==> src/logic/otb_regs.vh <==
// constants for the ook threshold and bit synchroniser receive block
`ifndef OTB_REGS_VH
`define OTB_REGS_VH

// ----------------------------------------
// chip operating modes
// ----------------------------------------
`define OTB_MODE_SLEEP 3'h0
`define OTB_MODE_STANDBY 3'h1
`define OTB_MODE_SYNTH 3'h2
`define OTB_MODE_RECEIVE 3'h3
`define OTB_MODE_TRANSMIT 3'h4

// ----------------------------------------
// data path modes
// ----------------------------------------
`define OTB_DP_CONTINUOUS 2'h0
`define OTB_DP_BUFFERED 2'h1

// ----------------------------------------
// threshold select codes
// ----------------------------------------
`define OTB_THR_FIXED 2'h0
`define OTB_THR_PEAK 2'h1

// ----------------------------------------
// scaling and timing
// ----------------------------------------
// strength units are 0.5 dB per count; 6 dB below peak
`define OTB_PEAK_DROP 9'h00C
// xtal cycles per chip are two to this power times (1 + divider)
`define OTB_CHIP_SHIFT 6
// transitions of 0101 preamble needed before lock (three bytes)
`define OTB_LOCK_EDGES 5'h17

`endif

==> src/logic/otb_buf2.v <==
// two-entry valid/ready buffer in front of the fifo shift path
`timescale 1ns/100ps
module otb_buf2 #(
	parameter WIDTH = 1
) (
	input wire sys_clk,
	input wire rst_n,
	input wire [WIDTH-1:0] in_data,
	input wire in_valid,
	output wire in_ready,
	output wire [WIDTH-1:0] out_data,
	output wire out_valid,
	input wire out_ready
);

	reg [WIDTH-1:0] mem [0:1];
	reg [1:0] full;
	wire push;
	wire pop;

	// ready is low only with both entries taken
	assign in_ready = ~full[1];
	assign push = in_valid & ~full[1];
	assign pop = full[0] & out_ready;
	assign out_data = mem[0];
	assign out_valid = full[0];

	always @(posedge sys_clk or negedge rst_n) begin
		if (!rst_n) begin
			mem[0] <= {WIDTH{1'b0}};
			mem[1] <= {WIDTH{1'b0}};
			full <= 2'h0;
		end else begin
			if (pop) begin
				if (full[1]) begin
					mem[0] <= mem[1];
					full[1] <= 1'b0;
				end else if (push) begin
					mem[0] <= in_data;
				end else begin
					full[0] <= 1'b0;
				end
			end else if (push) begin
				if (!full[0]) begin
					mem[0] <= in_data;
					full[0] <= 1'b1;
				end else begin
					mem[1] <= in_data;
					full[1] <= 1'b1;
				end
			end
		end
	end

endmodule

==> src/logic/otb_bitsync.v <==
// bit synchroniser: recovers chip timing from data transitions
`timescale 1ns/100ps
`include "otb_regs.vh"
module otb_bitsync (
	input wire sys_clk,
	input wire rst_n,
	input wire enable,
	input wire raw_bit,
	input wire [14:0] chip_len,
	output reg bit_data,
	output reg bit_strobe,
	output reg recovered_data_clock,
	output reg locked
);

	reg [14:0] phase;
	reg last_bit;
	reg [4:0] edges;
	wire [14:0] half;
	wire [14:0] last_phase;

	assign half = {1'b0, chip_len[14:1]};
	assign last_phase = chip_len - 15'h0001;

	always @(posedge sys_clk or negedge rst_n) begin
		if (!rst_n) begin
			phase <= 15'h0000;
			last_bit <= 1'b0;
			edges <= 5'h00;
			locked <= 1'b0;
			bit_data <= 1'b0;
			bit_strobe <= 1'b0;
			recovered_data_clock <= 1'b0;
		end else if (!enable) begin
			phase <= 15'h0000;
			last_bit <= raw_bit;
			edges <= 5'h00;
			locked <= 1'b0;
			bit_strobe <= 1'b0;
			recovered_data_clock <= 1'b0;
		end else begin
			last_bit <= raw_bit;
			bit_strobe <= 1'b0;
			if (raw_bit != last_bit) begin
				phase <= 15'h0001;
				recovered_data_clock <= 1'b0;
				if (edges != `OTB_LOCK_EDGES)
					edges <= edges + 5'h01;
				else
					locked <= 1'b1;
			end else begin
				if (phase >= last_phase) begin
					phase <= 15'h0000;
					recovered_data_clock <= 1'b0;
				end else begin
					phase <= phase + 15'h0001;
				end
				// rising clock edge at bit centre
				if (phase == half) begin
					bit_data <= raw_bit;
					bit_strobe <= locked;
					recovered_data_clock <= locked;
				end
			end
		end
	end

endmodule

==> src/logic/otb_rx.v <==
// receive baseband: ook threshold demodulator, fsk polarity, bit sync and data routing
`timescale 1ns/100ps
`include "otb_regs.vh"

module otb_rx (
	input wire sys_clk,
	input wire rst_n,
	input wire [2:0] chip_operating_mode,
	input wire [1:0] data_path_mode,
	input wire modulation_ook,
	input wire [1:0] ook_threshold_select,
	input wire [2:0] threshold_decay_step,
	input wire [2:0] threshold_decay_period,
	input wire [7:0] threshold_floor_level,
	input wire [1:0] average_filter_cutoff,
	input wire bit_sync_disable,
	input wire [7:0] bit_rate_divider,
	input wire clock_out_enable,
	input wire strength_sample_clk,
	input wire [7:0] strength_value,
	input wire fsk_i_sign,
	input wire fsk_q_sign,
	output reg data_out,
	output reg data_oe,
	input wire irq1_in,
	output reg irq1_out,
	output reg irq1_oe,
	output wire fifo_bit_data,
	output wire fifo_bit_valid,
	input wire fifo_bit_ready,
	output reg clk_out,
	output reg clk_out_oe,
	output reg [7:0] threshold_level,
	output reg demod_bit,
	output reg bit_sync_locked,
	output reg bit_sync_active
);

	// ----------------------------------------
	// input synchronisers
	// ----------------------------------------
	reg [2:0] sclk_sync;
	reg [7:0] value_s1;
	reg [7:0] value_s2;
	reg [2:0] i_sync;
	reg [1:0] q_sync;
	reg [1:0] irq1_sync;
	wire sample_edge;
	wire i_rise;
	wire i_fall;

	always @(posedge sys_clk or negedge rst_n) begin
		if (!rst_n) begin
			sclk_sync <= 3'h0;
			value_s1 <= 8'h00;
			value_s2 <= 8'h00;
			i_sync <= 3'h0;
			q_sync <= 2'h0;
			irq1_sync <= 2'h3;
		end else begin
			sclk_sync <= {sclk_sync[1:0], strength_sample_clk};
			value_s1 <= strength_value;
			value_s2 <= value_s1;
			i_sync <= {i_sync[1:0], fsk_i_sign};
			q_sync <= {q_sync[0], fsk_q_sign};
			irq1_sync <= {irq1_sync[0], irq1_in};
		end
	end

	// value is two stages behind, so it has settled by the seen edge
	assign sample_edge = sclk_sync[1] & ~sclk_sync[2];
	assign i_rise = i_sync[1] & ~i_sync[2];
	assign i_fall = ~i_sync[1] & i_sync[2];

	// ----------------------------------------
	// mode decode
	// ----------------------------------------
	wire rx_on;
	wire continuous;
	wire sync_on;
	wire [14:0] chip_len;
	wire [8:0] div_plus;

	// only the receive code enables this path
	// counters, peak, average, demod bit and synchroniser gated by receive mode
	assign rx_on = (chip_operating_mode == `OTB_MODE_RECEIVE);
	// 00 continuous, anything else goes to the fifo
	assign continuous = (data_path_mode == `OTB_DP_CONTINUOUS);
	// bypass needs the disable bit set and irq pin low
	// buffered and packet ignore the disable bit
	assign sync_on = rx_on & (~continuous | ~(bit_sync_disable & ~irq1_sync[1]));
	assign div_plus = {1'b0, bit_rate_divider} + 9'h001;
	assign chip_len = {div_plus, {`OTB_CHIP_SHIFT{1'b0}}};

	// ----------------------------------------
	// chip and decay tick counters
	// ----------------------------------------
	reg [14:0] chip_cnt;
	reg [17:0] decay_cnt;
	reg [17:0] decay_len;
	wire chip_tick;
	wire decay_tick;

	always @* begin
		case (threshold_decay_period)
		3'h0: decay_len = {3'h0, chip_len};
		3'h1: decay_len = {2'h0, chip_len, 1'b0};
		3'h2: decay_len = {1'b0, chip_len, 2'h0};
		3'h3: decay_len = {chip_len, 3'h0};
		3'h4: decay_len = {4'h0, chip_len[14:1]};
		3'h5: decay_len = {5'h00, chip_len[14:2]};
		3'h6: decay_len = {6'h00, chip_len[14:3]};
		default: decay_len = {7'h00, chip_len[14:4]};
		endcase
	end

	assign chip_tick = (chip_cnt >= chip_len - 15'h0001);
	assign decay_tick = (decay_cnt >= decay_len - 18'h00001);

	always @(posedge sys_clk or negedge rst_n) begin
		if (!rst_n) begin
			chip_cnt <= 15'h0000;
			decay_cnt <= 18'h00000;
		end else if (!rx_on) begin
			chip_cnt <= 15'h0000;
			decay_cnt <= 18'h00000;
		end else begin
			chip_cnt <= chip_tick ? 15'h0000 : chip_cnt + 15'h0001;
			decay_cnt <= decay_tick ? 18'h00000 : decay_cnt + 18'h00001;
		end
	end

	// ----------------------------------------
	// ook threshold
	// ----------------------------------------
	reg [7:0] peak;
	reg [7:0] strength;
	reg [11:0] avg;
	reg ook_bit;
	reg [8:0] step;
	reg [11:0] next_avg;
	reg [7:0] next_thr;
	wire [8:0] peak_min;
	wire [8:0] peak_less;
	wire [8:0] peak_drop;
	wire [11:0] strength_fix;
	wire [11:0] avg_diff;
	wire [3:0] avg_shift;

	always @* begin
		case (threshold_decay_step)
		3'h0: step = 9'h001;
		3'h1: step = 9'h002;
		3'h2: step = 9'h003;
		3'h3: step = 9'h004;
		3'h4: step = 9'h006;
		3'h5: step = 9'h008;
		3'h6: step = 9'h00A;
		default: step = 9'h00C;
		endcase
	end

	// highest peak that keeps the derived threshold at the floor
	assign peak_min = {1'b0, threshold_floor_level} + `OTB_PEAK_DROP;
	assign peak_less = {1'b0, peak} - step;
	// peak less 6 dB, saturating at zero
	assign peak_drop = ({1'b0, peak} > `OTB_PEAK_DROP) ? ({1'b0, peak} - `OTB_PEAK_DROP) : 9'h000;

	// one-pole filter stepped once per chip
	assign avg_shift = (average_filter_cutoff == 2'h0) ? 4'h2 :
		(average_filter_cutoff == 2'h3) ? 4'h4 : 4'h3;
	assign strength_fix = {strength, 4'h0};
	assign avg_diff = (strength_fix >= avg) ? (strength_fix - avg) : (avg - strength_fix);

	always @* begin
		next_avg = avg;
		if (chip_tick) begin
			if (strength_fix >= avg)
				next_avg = avg + (avg_diff >> avg_shift);
			else
				next_avg = avg - (avg_diff >> avg_shift);
		end
	end

	always @* begin
		case (ook_threshold_select)
		`OTB_THR_FIXED: next_thr = threshold_floor_level;
		`OTB_THR_PEAK: next_thr = (peak_drop[7:0] > threshold_floor_level) ?
			peak_drop[7:0] : threshold_floor_level;
		default: next_thr = avg[11:4];
		endcase
	end

	always @(posedge sys_clk or negedge rst_n) begin
		if (!rst_n) begin
			peak <= 8'h00;
			strength <= 8'h00;
			avg <= 12'h000;
			ook_bit <= 1'b0;
			threshold_level <= 8'h00;
		end else if (!rx_on) begin
			peak <= 8'h00;
			avg <= 12'h000;
			ook_bit <= 1'b0;
			threshold_level <= next_thr;
		end else begin
			threshold_level <= next_thr;
			avg <= next_avg;
			if (sample_edge) begin
				strength <= value_s2;
				// one when at or above the threshold
				ook_bit <= (value_s2 >= threshold_level);
			end
			if (sample_edge && value_s2 >= peak) begin
				peak <= value_s2;
			end else if (decay_tick && !ook_bit) begin
				// one decay step per period while zero
				// clamp so threshold rests at floor
				if ({1'b0, peak} >= step + peak_min)
					peak <= peak_less[7:0];
				else if ({1'b0, peak} > peak_min)
					peak <= peak_min[7:0];
			end
		end
	end

	// ----------------------------------------
	// fsk polarity and demodulated bit
	// ----------------------------------------
	reg fsk_bit;

	always @(posedge sys_clk or negedge rst_n) begin
		if (!rst_n) begin
			fsk_bit <= 1'b0;
			demod_bit <= 1'b0;
		end else begin
			// polarity from which of i and q leads
			if (i_rise)
				fsk_bit <= q_sync[1];
			else if (i_fall)
				fsk_bit <= ~q_sync[1];
			demod_bit <= rx_on & (modulation_ook ? ook_bit : fsk_bit);
		end
	end

	// ----------------------------------------
	// bit synchroniser and fifo path
	// ----------------------------------------
	wire sync_data;
	wire sync_strobe;
	wire sync_recovered_data_clock;
	wire sync_locked;
	wire buf_ready;
	reg pend;
	reg pend_data;

	otb_bitsync u_sync (
		.sys_clk(sys_clk),
		.rst_n(rst_n),
		.enable(sync_on),
		.raw_bit(demod_bit),
		.chip_len(chip_len),
		.bit_data(sync_data),
		.bit_strobe(sync_strobe),
		.recovered_data_clock(sync_recovered_data_clock),
		.locked(sync_locked)
	);

	// a held bit waits here while the buffer is full
	always @(posedge sys_clk or negedge rst_n) begin
		if (!rst_n) begin
			pend <= 1'b0;
			pend_data <= 1'b0;
		end else if (sync_strobe && !continuous) begin
			// synchronised bits go toward the fifo
			pend <= 1'b1;
			pend_data <= sync_data;
		end else if (pend && buf_ready) begin
			pend <= 1'b0;
		end
	end

	otb_buf2 #(
		.WIDTH(1)
	) u_buf (
		.sys_clk(sys_clk),
		.rst_n(rst_n),
		.in_data(pend_data),
		.in_valid(pend),
		.in_ready(buf_ready),
		.out_data(fifo_bit_data),
		.out_valid(fifo_bit_valid),
		.out_ready(fifo_bit_ready)
	);

	// ----------------------------------------
	// pins
	// ----------------------------------------
	wire clk_run;

	// clock output needs enable and any mode but sleep
	assign clk_run = clock_out_enable & (chip_operating_mode != `OTB_MODE_SLEEP);

	always @(posedge sys_clk or negedge rst_n) begin
		if (!rst_n) begin
			data_out <= 1'b0;
			data_oe <= 1'b0;
			irq1_out <= 1'b0;
			irq1_oe <= 1'b0;
			clk_out <= 1'b0;
			clk_out_oe <= 1'b0;
			bit_sync_locked <= 1'b0;
			bit_sync_active <= 1'b0;
		end else begin
			// continuous receive drives the data pin
			data_oe <= rx_on & continuous;
			data_out <= sync_on ? sync_data : demod_bit;
			// recovered clock on irq pin one
			irq1_oe <= rx_on & continuous & ~bit_sync_disable;
			irq1_out <= sync_recovered_data_clock;
			clk_out_oe <= (chip_operating_mode != `OTB_MODE_SLEEP);
			clk_out <= clk_run & ~clk_out;
			bit_sync_locked <= sync_locked;
			bit_sync_active <= sync_on;
		end
	end

endmodule

==> config.mk <==
export PLATFORM = sky130hd
export DESIGN_NAME = otb_rx
export DESIGN_NICKNAME = d
export VERILOG_FILES = /design/src/logic/otb_buf2.v /design/src/logic/otb_bitsync.v /design/src/logic/otb_rx.v
export VERILOG_INCLUDE_DIRS = /design/src /design/src/logic
export SDC_FILE = /design/constraint.sdc
export NUM_CORES = 1
export LEC_CHECK = 0
export BUFFER_PORTS_ARGS = -buffer_cell sky130_fd_sc_hd__buf_2
export CAP_MARGIN = 25
export CORE_MARGIN = 8
export CORE_UTILIZATION = 35
export CTS_BUF_LIST = sky130_fd_sc_hd__clkbuf_2 sky130_fd_sc_hd__clkbuf_4 sky130_fd_sc_hd__clkbuf_8
export DETAILED_ROUTE_END_ITERATION = 8
export PLACE_DENSITY = 0.51
export SLEW_MARGIN = 20
export SYNTH_ARGS = -nofsm -noshare
export SYNTH_HDL_FRONTEND = slang
export SYNTH_HIERARCHICAL = 1
export SYNTH_SLANG_ARGS = --single-unit
==> constraint.sdc <==
create_clock -name sys_clk -period 9.4 [get_ports sys_clk]
set_input_delay 1.41 -clock sys_clk [delete_from_list [all_inputs] [get_ports sys_clk]]
set_output_delay 1.41 -clock sys_clk [all_outputs]
set_load 0.02 [all_outputs]
==> impl_metrics.ini, run 1 <==
[clock_tree]
cts_root_buffer = clkbuf_8
clock_path_buffers = 2
htree_levels = 4
cts_tree = built
cts_setup_buffers = 0
clock_latency_ps = 480
clkTransAtPathRegs_ps = 100
cts-buffers-inserted = 17
cts-resized-gates = 0
ctsHoldBuffers = 0
cts.sinks = 137

[detailed_routing]
vias = 9463
first_pass_iters = 8
ant_nets = 0
wl_per_cell_um = 15.33
drtIter0Drc = 510
vias_per_cell = 5.082
drc = 0
wirelength_um = 28540

[worst_setup_path]
cp_cell_sequence = buf_2 > ha_1 > nand3_1 > xnor2_2 > inv_2 > a21oi_1 > o221ai_1 > o21a_1 > or4_4 > or4_4 > nor4_4 > a211oi_1 > a31oi_1 > ha_1 > and4_1 > a2111oi_0 > nand2_1 > a21boi_2 > mux2_2
crit_path_start_kind = input pin
crit_required_ps = 9750
critPathKind = in -> reg
max_stage_delay_ps = 590
crit_slowest_cell = a21boi_2
endpoint_kind = flop
critPathMaxFanout = 18
arrival_ps = 7450

[sta]
drv_slew = 0
slew_headroom_pct = 44.77
clock_skew_ps = 23.31
tns_ps = 0
tightest_slew_ps = 828.5
setup_viol = 0
post-route-min-period_ps = 7099
timing.fmax_ghz = 0.1409
finalHoldViolations = 0
fin_crit_sh_pct = 75.52
rsz0062_at_grt = false

[yosys]
synthesis.area_um2 = 11590
synth_warnings = 6
synth_edf_count = 0
synth.distinct_cells = 89
ys_seq_elements = 137
synthArstFlopShare_pct = 100.0
synth_top_flop_cell = dfrtp_1
ys_seq_area_share_pct = 29.60
syn-mean-instance-area_um2 = 8.664
synthCells = 1338

[floorplan]
coreArea_um2 = 32620
die_x_um = 198.0
fp-row-count = 66
die_area_um2 = 39200
fp.dieH_um = 198.0
start_util_pct = 35.54
num_io_pins = 68

[pwr]
ir_worst_vdd_mv = 0.1050
leakage_nw = 5.910
p_per_area_nw_per_um2 = 141.7
power.total_mw = 1.805

[cells_and_area]
layout.nets = 1588
final_layout_size_suffix_gt1_share_pct = 11.27
antenna_cells = 0
area_growth_pct = 9.952

[grt]
overflow = 0
grt_pass1_vias = 9409
grt_max_degree = 83
grt_pass1_wl_um = 48440
gr-usage-all-layers_pct = 14.96
antenna_found_initial = 0

[place]
globalplace.congestion = 0.8515
dpl.hpwl_um = 21830
io_buffer_count = 67

[job]
cap_violations = 0

[min_path]
holdCritPathClass = reg -> reg

[run_status]
status = complete, no violations
## layer usage
layer | wire length, um | track usage, %
met5 | 0 | 0
met4 | 405 | 4.508
met3 | 946 | 2.156
met2 | 13210 | 24.40
met1 | 13970 | 20.26
## through the flow
stage,instances,cell area (um^2),hold WS [ps],setup slack (ps),util (%)
final,1862,12750,350.5,2301,39.08
after global routing,1862,12750,351.5,1753,39.08
after CTS,1860,12730,349.6,2337,39.02
after detailed placement,1828,12340,334.7,1847,37.83
after global placement,1828,12340,333.4,1989,37.82
after floorplan,1360,11670,331.2,3188,-
## layout by cell type, fill, tap and decap left out, types with 6 or more instances in the layout
cell type	instances
a211oi_1	16
a21o_1	29
a21oi_1	76
a311oi_1	6
a31oi_1	8
and2_1	14
and3_1	24
and4_1	6
buf_2	66
buf_4	6
clkbuf_8	17
conb_1	23
dfrtp_1	135
ha_1	128
inv_1	93
mux2_2	16
mux2i_1	26
nand2_1	98
nand2b_1	11
nand3_1	44
nand4_1	15
nor2_1	147
nor2b_1	13
nor3_1	24
nor4_1	16
o211ai_1	11
o21a_1	11
o21ai_0	69
o22ai_1	8
or2_2	6
xnor2_1	74
xor2_1	58
## synthesized netlist by cell type, types with 5 or more instances
cell | number | area (um^2)
nor2_1 | 147 | 551.8
dfrtp_1 | 135 | 3378
ha_1 | 128 | 1602
nand2_1 | 98 | 367.9
inv_1 | 93 | 349.1
a21oi_1 | 76 | 380.4
xnor2_1 | 74 | 648.1
o21ai_0 | 70 | 350.3
xor2_1 | 58 | 508.0
nand3_1 | 44 | 220.2
clkbuf_1 | 31 | 116.4
a21o_1 | 29 | 217.7
mux2i_1 | 26 | 260.3
and3_1 | 24 | 150.1
nor3_1 | 24 | 120.1
a211oi_1 | 16 | 120.1
mux2_2 | 16 | 180.2
nor4_1 | 16 | 100.1
nand4_1 | 15 | 93.84
and2_1 | 14 | 87.58
nor2b_1 | 13 | 81.33
nand2b_1 | 11 | 68.82
o211ai_1 | 11 | 82.58
o21a_1 | 11 | 82.58
a31oi_1 | 8 | 50.05
o22ai_1 | 8 | 50.05
clkbuf_8 | 7 | 96.34
a311oi_1 | 6 | 52.55
and4_1 | 6 | 52.55
or2_2 | 6 | 37.54
a21boi_0 | 5 | 37.54
a22oi_1 | 5 | 37.54
buf_6 | 5 | 56.30
nor3b_1 | 5 | 37.54
## flip-flops by register name, indices dropped and copies added, names as in the netlist, 12 cells and up
signal,cells
decay_cnt,18
avg,12
u_sync/phase,15
chip_cnt,15
## critical path: cells and delay by family
kind                       cells  cell delay [ps]
AOI/OAI and AO/OA              7             1960
adders and majority gates      2              560
muxes                          1              390
xor gates and xnor gates       1              430
buffers and inverters          2              410
and+or+nand+nor                6             2290
## logic make-up (layout without fill, tap and decap cells)
logic type / Yosys count / in the layout / synth area share [%]
AND/OR/NAND/NOR: 458 / 458 / 19.77
multiplexers: 46 / 46 / 4.447
XOR/XNOR: 133 / 133 / 10.11
AO/OA/AOI/OAI: 291 / 291 / 16.06
buffers and inverters: 140 / 200 / 5.472
flip-flops: 137 / 137 / 29.60
other: 1 / 23 / 0.03235
adder cells (fa/ha/maj): 132 / 132 / 14.51
## area by class of cell
type | instances | area (um^2)
clock inverters | 15 | 152.6
multi-input cells | 1083 | 7625
well taps | 442 | 553.0
clock buffers | 17 | 234.0
fillers | 3401 | 19870
inverters | 94 | 352.8
repair buffers | 74 | 397.9
flip-flops and latches | 137 | 3431
## where the power goes
group | internal (mW) | switching [mW] | leakage (nW)
clock network | 0.198 | 0.293 | 0.193
registers | 0.612 | 0.0199 | 1.81
logic | 0.274 | 0.410 | 3.90
## final timing paths
check	start	end	slack, ps	depth (start not counted)
worst max-delay path	bit_rate_divider[0]	peak[5]	2300	19
max in group asynchronous	rst_n	decay_cnt[12]	7170	2
worst max register to register	avg[9]	avg[11]	3560	20
worst min register to register	sclk_sync[0]	sclk_sync[1]	350	0
min in group asynchronous	rst_n	strength[2]	1000	1
worst min-delay path	sclk_sync[0]	sclk_sync[1]	350	0
(Power assumes the default switching activity.)
==> inputs of run 2 (changes only) <==
--- a/config.mk
+++ b/config.mk
@@ -12,7 +12,7 @@
 export CORE_UTILIZATION = 35
 export CTS_BUF_LIST = sky130_fd_sc_hd__clkbuf_2 sky130_fd_sc_hd__clkbuf_4 sky130_fd_sc_hd__clkbuf_8
 export DETAILED_ROUTE_END_ITERATION = 8
-export PLACE_DENSITY = 0.51
+export PLACE_DENSITY = 0.53
 export SLEW_MARGIN = 20
 export SYNTH_ARGS = -nofsm -noshare
 export SYNTH_HDL_FRONTEND = slang
==> constraint.sdc (replaced) <==
create_clock -name sys_clk -period 6.05 [get_ports sys_clk]
set_input_delay 0.9075 -clock sys_clk [delete_from_list [all_inputs] [get_ports sys_clk]]
set_output_delay 0.9075 -clock sys_clk [all_outputs]
set_load 0.02 [all_outputs]
==> run 2 against run 1 <==
Flip-flop and latch count unchanged. Sequential power increased by 55%. Clock power increased by 61%. First-iteration DRC count increased by 30%. Utilization increased by 0.59 points. Clock skew decreased by 6.7 ps. Register-to-register slack got worse by 2900 ps. Global-route usage decreased by 0.070 points. Worst setup slack got worse by 1800 ps. Die area unchanged. Critical path type unchanged. Critical endpoint is now peak[1].
==> impl_metrics.ini, run 2 (synthesized netlist as in run 1, its figures left out) <==
[sta]
slew_headroom_pct = 48.97
hold_ws_ps = 353.3
drv_slew = 0
layout_setup_ws_ps = 535.4
timing.fmax_ghz = 0.1813
tns_ps = 0
post-route-min-period_ps = 5515
setup_viol = 0
clock_skew_ps = 16.64
tightest_slew_ps = 758.4
rsz0062_at_grt = false
finalHoldViolations = 0
fin_crit_sh_pct = 91.15

[clock_tree]
cts_root_buffer = clkbuf_8
cts.sinks = 137
clock_latency_ps = 450
cts_tree = built
clock_path_buffers = 2
htree_levels = 4
clkTransAtPathRegs_ps = 80
cts-buffers-inserted = 17

[worst_setup_path]
critPathMaxFanout = 8
endpoint_kind = flop
cp_cell_sequence = buf_2 > ha_1 > nand3_1 > o21ai_0 > and2_1 > o221ai_1 > o21a_1 > or4_4 > or4_4 > nor4_4 > a211oi_1 > a31oi_1 > ha_1 > and4_1 > a2111oi_0 > nand2_1 > a21boi_2 > buf_4 > mux2_2
critPathKind = in -> reg
r2r-end = avg[11]
max_stage_delay_ps = 540
crit_slowest_cell = or4_4
r2r_slack_ps = 640
ff2ff_path_depth = 21
crit_path_start_kind = input pin
rr_startpoint = avg[9]
crit_required_ps = 6380
startpoint = bit_rate_divider[1]
arrival_ps = 5840

[place]
io_buffer_count = 67
dp_slack_ps = 88.86
dpl.hpwl_um = 22270
globalplace.congestion = 0.8568

[cells_and_area]
final_layout_size_suffix_gt1_share_pct = 12.62
finish.utilization_pct = 39.67
largest_reg_flops = 18
largestRegisters = decay_cnt x18, chip_cnt x15, u_sync/phase x15
layout_common_cells = nor2_1, dfrtp_1, ha_1
antenna_cells = 0
layout.nets = 1610
final_common_cell = nor2_1
regMostFlops = decay_cnt
area_growth_pct = 11.62

[floorplan]
num_io_pins = 68
fp.dieH_um = 198.0
start_util_pct = 35.54
coreArea_um2 = 32620
fp-row-count = 66
die_x_um = 198.0
die_area_um2 = 39200

[detailed_routing]
first_pass_iters = 5
wirelength_um = 28370
vias = 9540
drtIter0Drc = 662
wl_per_cell_um = 15.06
ant_nets = 0
drc = 0
vias_per_cell = 5.064

[grt]
grt_max_degree = 82
grt_pass1_vias = 9447
antenna_found_initial = 0
grt_pass1_wl_um = 48380
gr-usage-all-layers_pct = 14.89
overflow = 0

[min_path]
holdCritPathClass = reg -> reg
hp-start = value_s1[1]
hold_end = value_s2[1]
min_path_cells = 0

[pwr]
leakage_nw = 6.021
ir_worst_vdd_mv = 0.1243
p_per_area_nw_per_um2 = 220.6

[run_status]
status = complete, no violations

[job]
cap_violations = 0
-- run 2: changes by cell type in the layout (fill, tap and decap cells not counted), sizes merged --
cell | previous run | this run
clkbuf | 17 | 19
clkinvlp | 2 | 3
clkinv | 4 | 1
bufinv | 0 | 2
inv | 103 | 101
buf | 74 | 96
-- run 2: per-stage QoR --
stage          power (mW)  cell area (um^2)  cells
6_report            2.855             12940   1884
3_5_place_dp        2.076             12510   1851
4_1_cts             2.889             12920   1883
2_1_floorplan       1.807             11670   1360
3_3_place_gp        2.063             12510   1851
5_1_grt             3.077             12940   1884
-- run 2: worst max path at each step --
| stage | slack [ps] | cells after the start | end |
|---|---|---|---|
| after floorplan | 340 | 18 | peak[1] |
| after global placement | 200 | 20 | peak[7] |
| after detailed placement | 90 | 20 | peak[1] |
| after CTS | 490 | 21 | avg[11] |
| after global routing | 70 | 19 | peak[1] |
| final | 540 | 19 | peak[1] |
-- run 2: critical path, delay by kind of cell --
kind	cells	cell delay (ps)
buf+inv	2	320
mux	1	340
simple gates	7	2230
fa+ha+maj	2	520
compound gates	7	1530
-- run 2: timing repair --
item,CTS,global route
hold buffers,0,0
setup buffers,0,0
resized for setup,0,2
setup endpoints to repair,0,1
-- run 2: layout make-up --
type,count,area (um^2)
fill,3374,19680
multi-input combinational,1083,7627
sequential,137,3431
timing repair buffer,96,559.3
tap,442,553.0
inverter,94,352.8
clock buffer,19,261.5
clock inverter,13,155.1
-- run 2: layer usage --
| layer | wire (um) | global-route usage (%) | vias to the layer above |
|---|---|---|---|
| met5 | 0 | 0 | - |
| met4 | 388 | 3.955 | 0 |
| met3 | 721 | 2.156 | 30 |
| met2 | 13000 | 24.23 | 137 |
| met1 | 14260 | 20.40 | 4482 |
| li1 | - | - | 4891 |
-- run 2: power by group --
group	internal, mW	switching, mW	total (mW)
clock	0.399	0.389	0.789
sequential	0.950	0.0307	0.981
combinational	0.446	0.639	1.09
==> inputs of run 3 (changes only) <==
--- a/config.mk
+++ b/config.mk
@@ -6,13 +6,14 @@
 export SDC_FILE = /design/constraint.sdc
 export NUM_CORES = 1
 export LEC_CHECK = 0
+export ABC_AREA = 1
 export BUFFER_PORTS_ARGS = -buffer_cell sky130_fd_sc_hd__buf_2
 export CAP_MARGIN = 25
 export CORE_MARGIN = 8
 export CORE_UTILIZATION = 35
 export CTS_BUF_LIST = sky130_fd_sc_hd__clkbuf_2 sky130_fd_sc_hd__clkbuf_4 sky130_fd_sc_hd__clkbuf_8
 export DETAILED_ROUTE_END_ITERATION = 8
-export PLACE_DENSITY = 0.53
+export PLACE_DENSITY = 0.63
 export SLEW_MARGIN = 20
 export SYNTH_ARGS = -nofsm -noshare
 export SYNTH_HDL_FRONTEND = slang
==> run 3 against run 2 <==
First-iteration DRC count up 17%. Total power down 1.9%. Worst setup slack better by 650 ps. Sequential power about the same. Utilization down 0.29 points. Critical path type is now reg -> reg. Largest cell class unchanged.
==> impl_metrics.ini, run 3 <==
[run_status]
status = complete, no violations

[cells_and_area]
layout_common_cells = nand2_1, inv_1, nor2_1
largestRegisters = decay_cnt x18, chip_cnt x15, u_sync/phase x15
final_common_cell = nand2_1
regMostFlops = decay_cnt
largest_reg_flops = 18
layout.nets = 1877
nFillCells = 3529
final_layout_size_suffix_gt1_share_pct = 11.18
antenna_cells = 0
area_growth_pct = 11.42

[detailed_routing]
wirelength_um = 29670
vias = 10600
wl_per_cell_um = 13.76
ant_nets = 0
drc = 0
first_pass_iters = 5
drtIter0Drc = 774
vias_per_cell = 4.913

[sta]
timing.fmax_ghz = 0.2054
tns_ps = 0
slew_headroom_pct = 34.39
fin_crit_sh_pct = 80.46
post-route-min-period_ps = 4868
drv_slew = 0
tightest_slew_ps = 977.6
layout_setup_ws_ps = 1182
setup_viol = 0
finalHoldViolations = 0
clock_skew_ps = 16.44
rsz0062_at_grt = false

[clock_tree]
cts-buffers-inserted = 17
cts_root_buffer = clkbuf_8
cts.sinks = 137
clock_latency_ps = 460
clkTransAtPathRegs_ps = 90
cts_setup_buffers = 0
cts-resized-gates = 0
ctsHoldBuffers = 0
cts_tree = built
clock_path_buffers = 2
htree_levels = 4

[worst_setup_path]
path_buf_inv = 4
endpoint_kind = flop
crit_required_ps = 6370
startpoint = avg[11]
crit_path_start_kind = flop
r2r_slack_ps = 1180
critPathKind = reg -> reg
ff2ff_path_depth = 29
endpoint = avg[10]
rr_startpoint = avg[11]
arrival_ps = 5190
crit_slowest_cell = dfrtp_1
crit_cells = 29
worst_path_most_repeated_cell = nand2_1
critPathMaxFanout = 19
cpLargestDelayFamily = simple AND/OR/NAND/NOR gates
r2r-end = avg[10]
max_stage_delay_ps = 420

[yosys]
synth_top_area_cell = dfrtp_1
synthCells = 1602
syn-mean-instance-area_um2 = 7.361
synth_edf_count = 0
yosys-top-cells-count = nand2_1, inv_1, nor2_1
ys_seq_area_share_pct = 29.09
ys_seq_elements = 137
synth_top_flop_cell = dfrtp_1
synth_warnings = 6
synthTopCellsByArea = dfrtp_1, ha_1, nand2_1, inv_1, nor2_1
synth.distinct_cells = 63
synthArstFlopShare_pct = 100.0
synth_top_area_share_pct = 28.65
synthesis.area_um2 = 11790
synth.most_common_cell = nand2_1

[floorplan]
fp.dieH_um = 199.6
coreArea_um2 = 33360
start_util_pct = 35.34
fp-row-count = 67
die_x_um = 199.6
num_io_pins = 68
die_area_um2 = 39820

[pwr]
leakage_nw = 6.635
ir_worst_vdd_mv = 0.1248
p_per_area_nw_per_um2 = 213.3

[place]
dpl.hpwl_um = 23320
globalplace.congestion = 0.9241
io_buffer_count = 67
dp_slack_ps = 1009

[min_path]
holdCritPathClass = reg -> reg

[job]
cap_violations = 0

[grt]
overflow = 0
gr-usage-all-layers_pct = 15.23
grt_max_degree = 90
grt_pass1_wl_um = 49450
grt_pass1_vias = 10050
antenna_found_initial = 0
run 3: cell families after synthesis:
group           Yosys count  synth area share [%]
buf+inv                 282                 9.284
simple gates            714                 27.47
mux                       2                0.1910
fa+ha+maj               132                 14.26
other cells               1               0.03180
compound gates          237                 12.02
xor+xnor                 97                 7.650
flops                   137                 29.09
run 3: stage by stage:
stage | area [um^2] | power (mW) | instances | hold slack (ps) | util (%)
after floorplan | 11860 | 1.771 | 1620 | 331.2 | -
after CTS | 13140 | 2.835 | 2157 | 354.4 | 39.38
final | 13140 | 2.802 | 2157 | 349.1 | 39.38
after global routing | 13140 | 3.025 | 2157 | 365.9 | 39.38
after detailed placement | 12720 | 1.999 | 2125 | 334.7 | 38.11
after global placement | 12720 | 1.978 | 2125 | 332.6 | 38.11
run 3: how the worst min path moves through the flow:
stage | start | end | slack [ps] | cells after the start
after CTS | value_s1[7] | value_s2[7] | 350 | 0
after floorplan | i_sync[0] | i_sync[1] | 330 | 0
after detailed placement | sclk_sync[0] | sclk_sync[1] | 330 | 0
after global placement | i_sync[0] | i_sync[1] | 330 | 0
after global routing | irq1_sync[0] | irq1_sync[1] | 370 | 0
final | value_s1[2] | value_s2[2] | 350 | 0
run 3: cell type report:
cell class | count | area (um^2) | share of cell area [%]
clock buffers | 19 | 255.2 | 1.943
clock inverters | 13 | 167.7 | 1.276
inverters | 267 | 1006 | 7.656
multi-input cells | 1201 | 7340 | 55.86
flip-flops and latches | 137 | 3431 | 26.11
well taps | 448 | 560.5 | 4.266
repair buffers | 72 | 379.1 | 2.885
run 3: routing by layer:
layer	vias up	GRT usage, %	part of all wire, %
met3	37	2.425	4.0
met2	236	24.64	46
met4	0	4.441	1.6
met5	-	0	0
li1	5419	-	-
met1	4906	20.69	48
run 3: power by group:
group          internal (mW)  switching (mW)  leakage [nW]  total, mW
combinational          0.359           0.645          4.61       1.00
clock                  0.427           0.387         0.210      0.814
sequential             0.950          0.0341          1.81      0.984
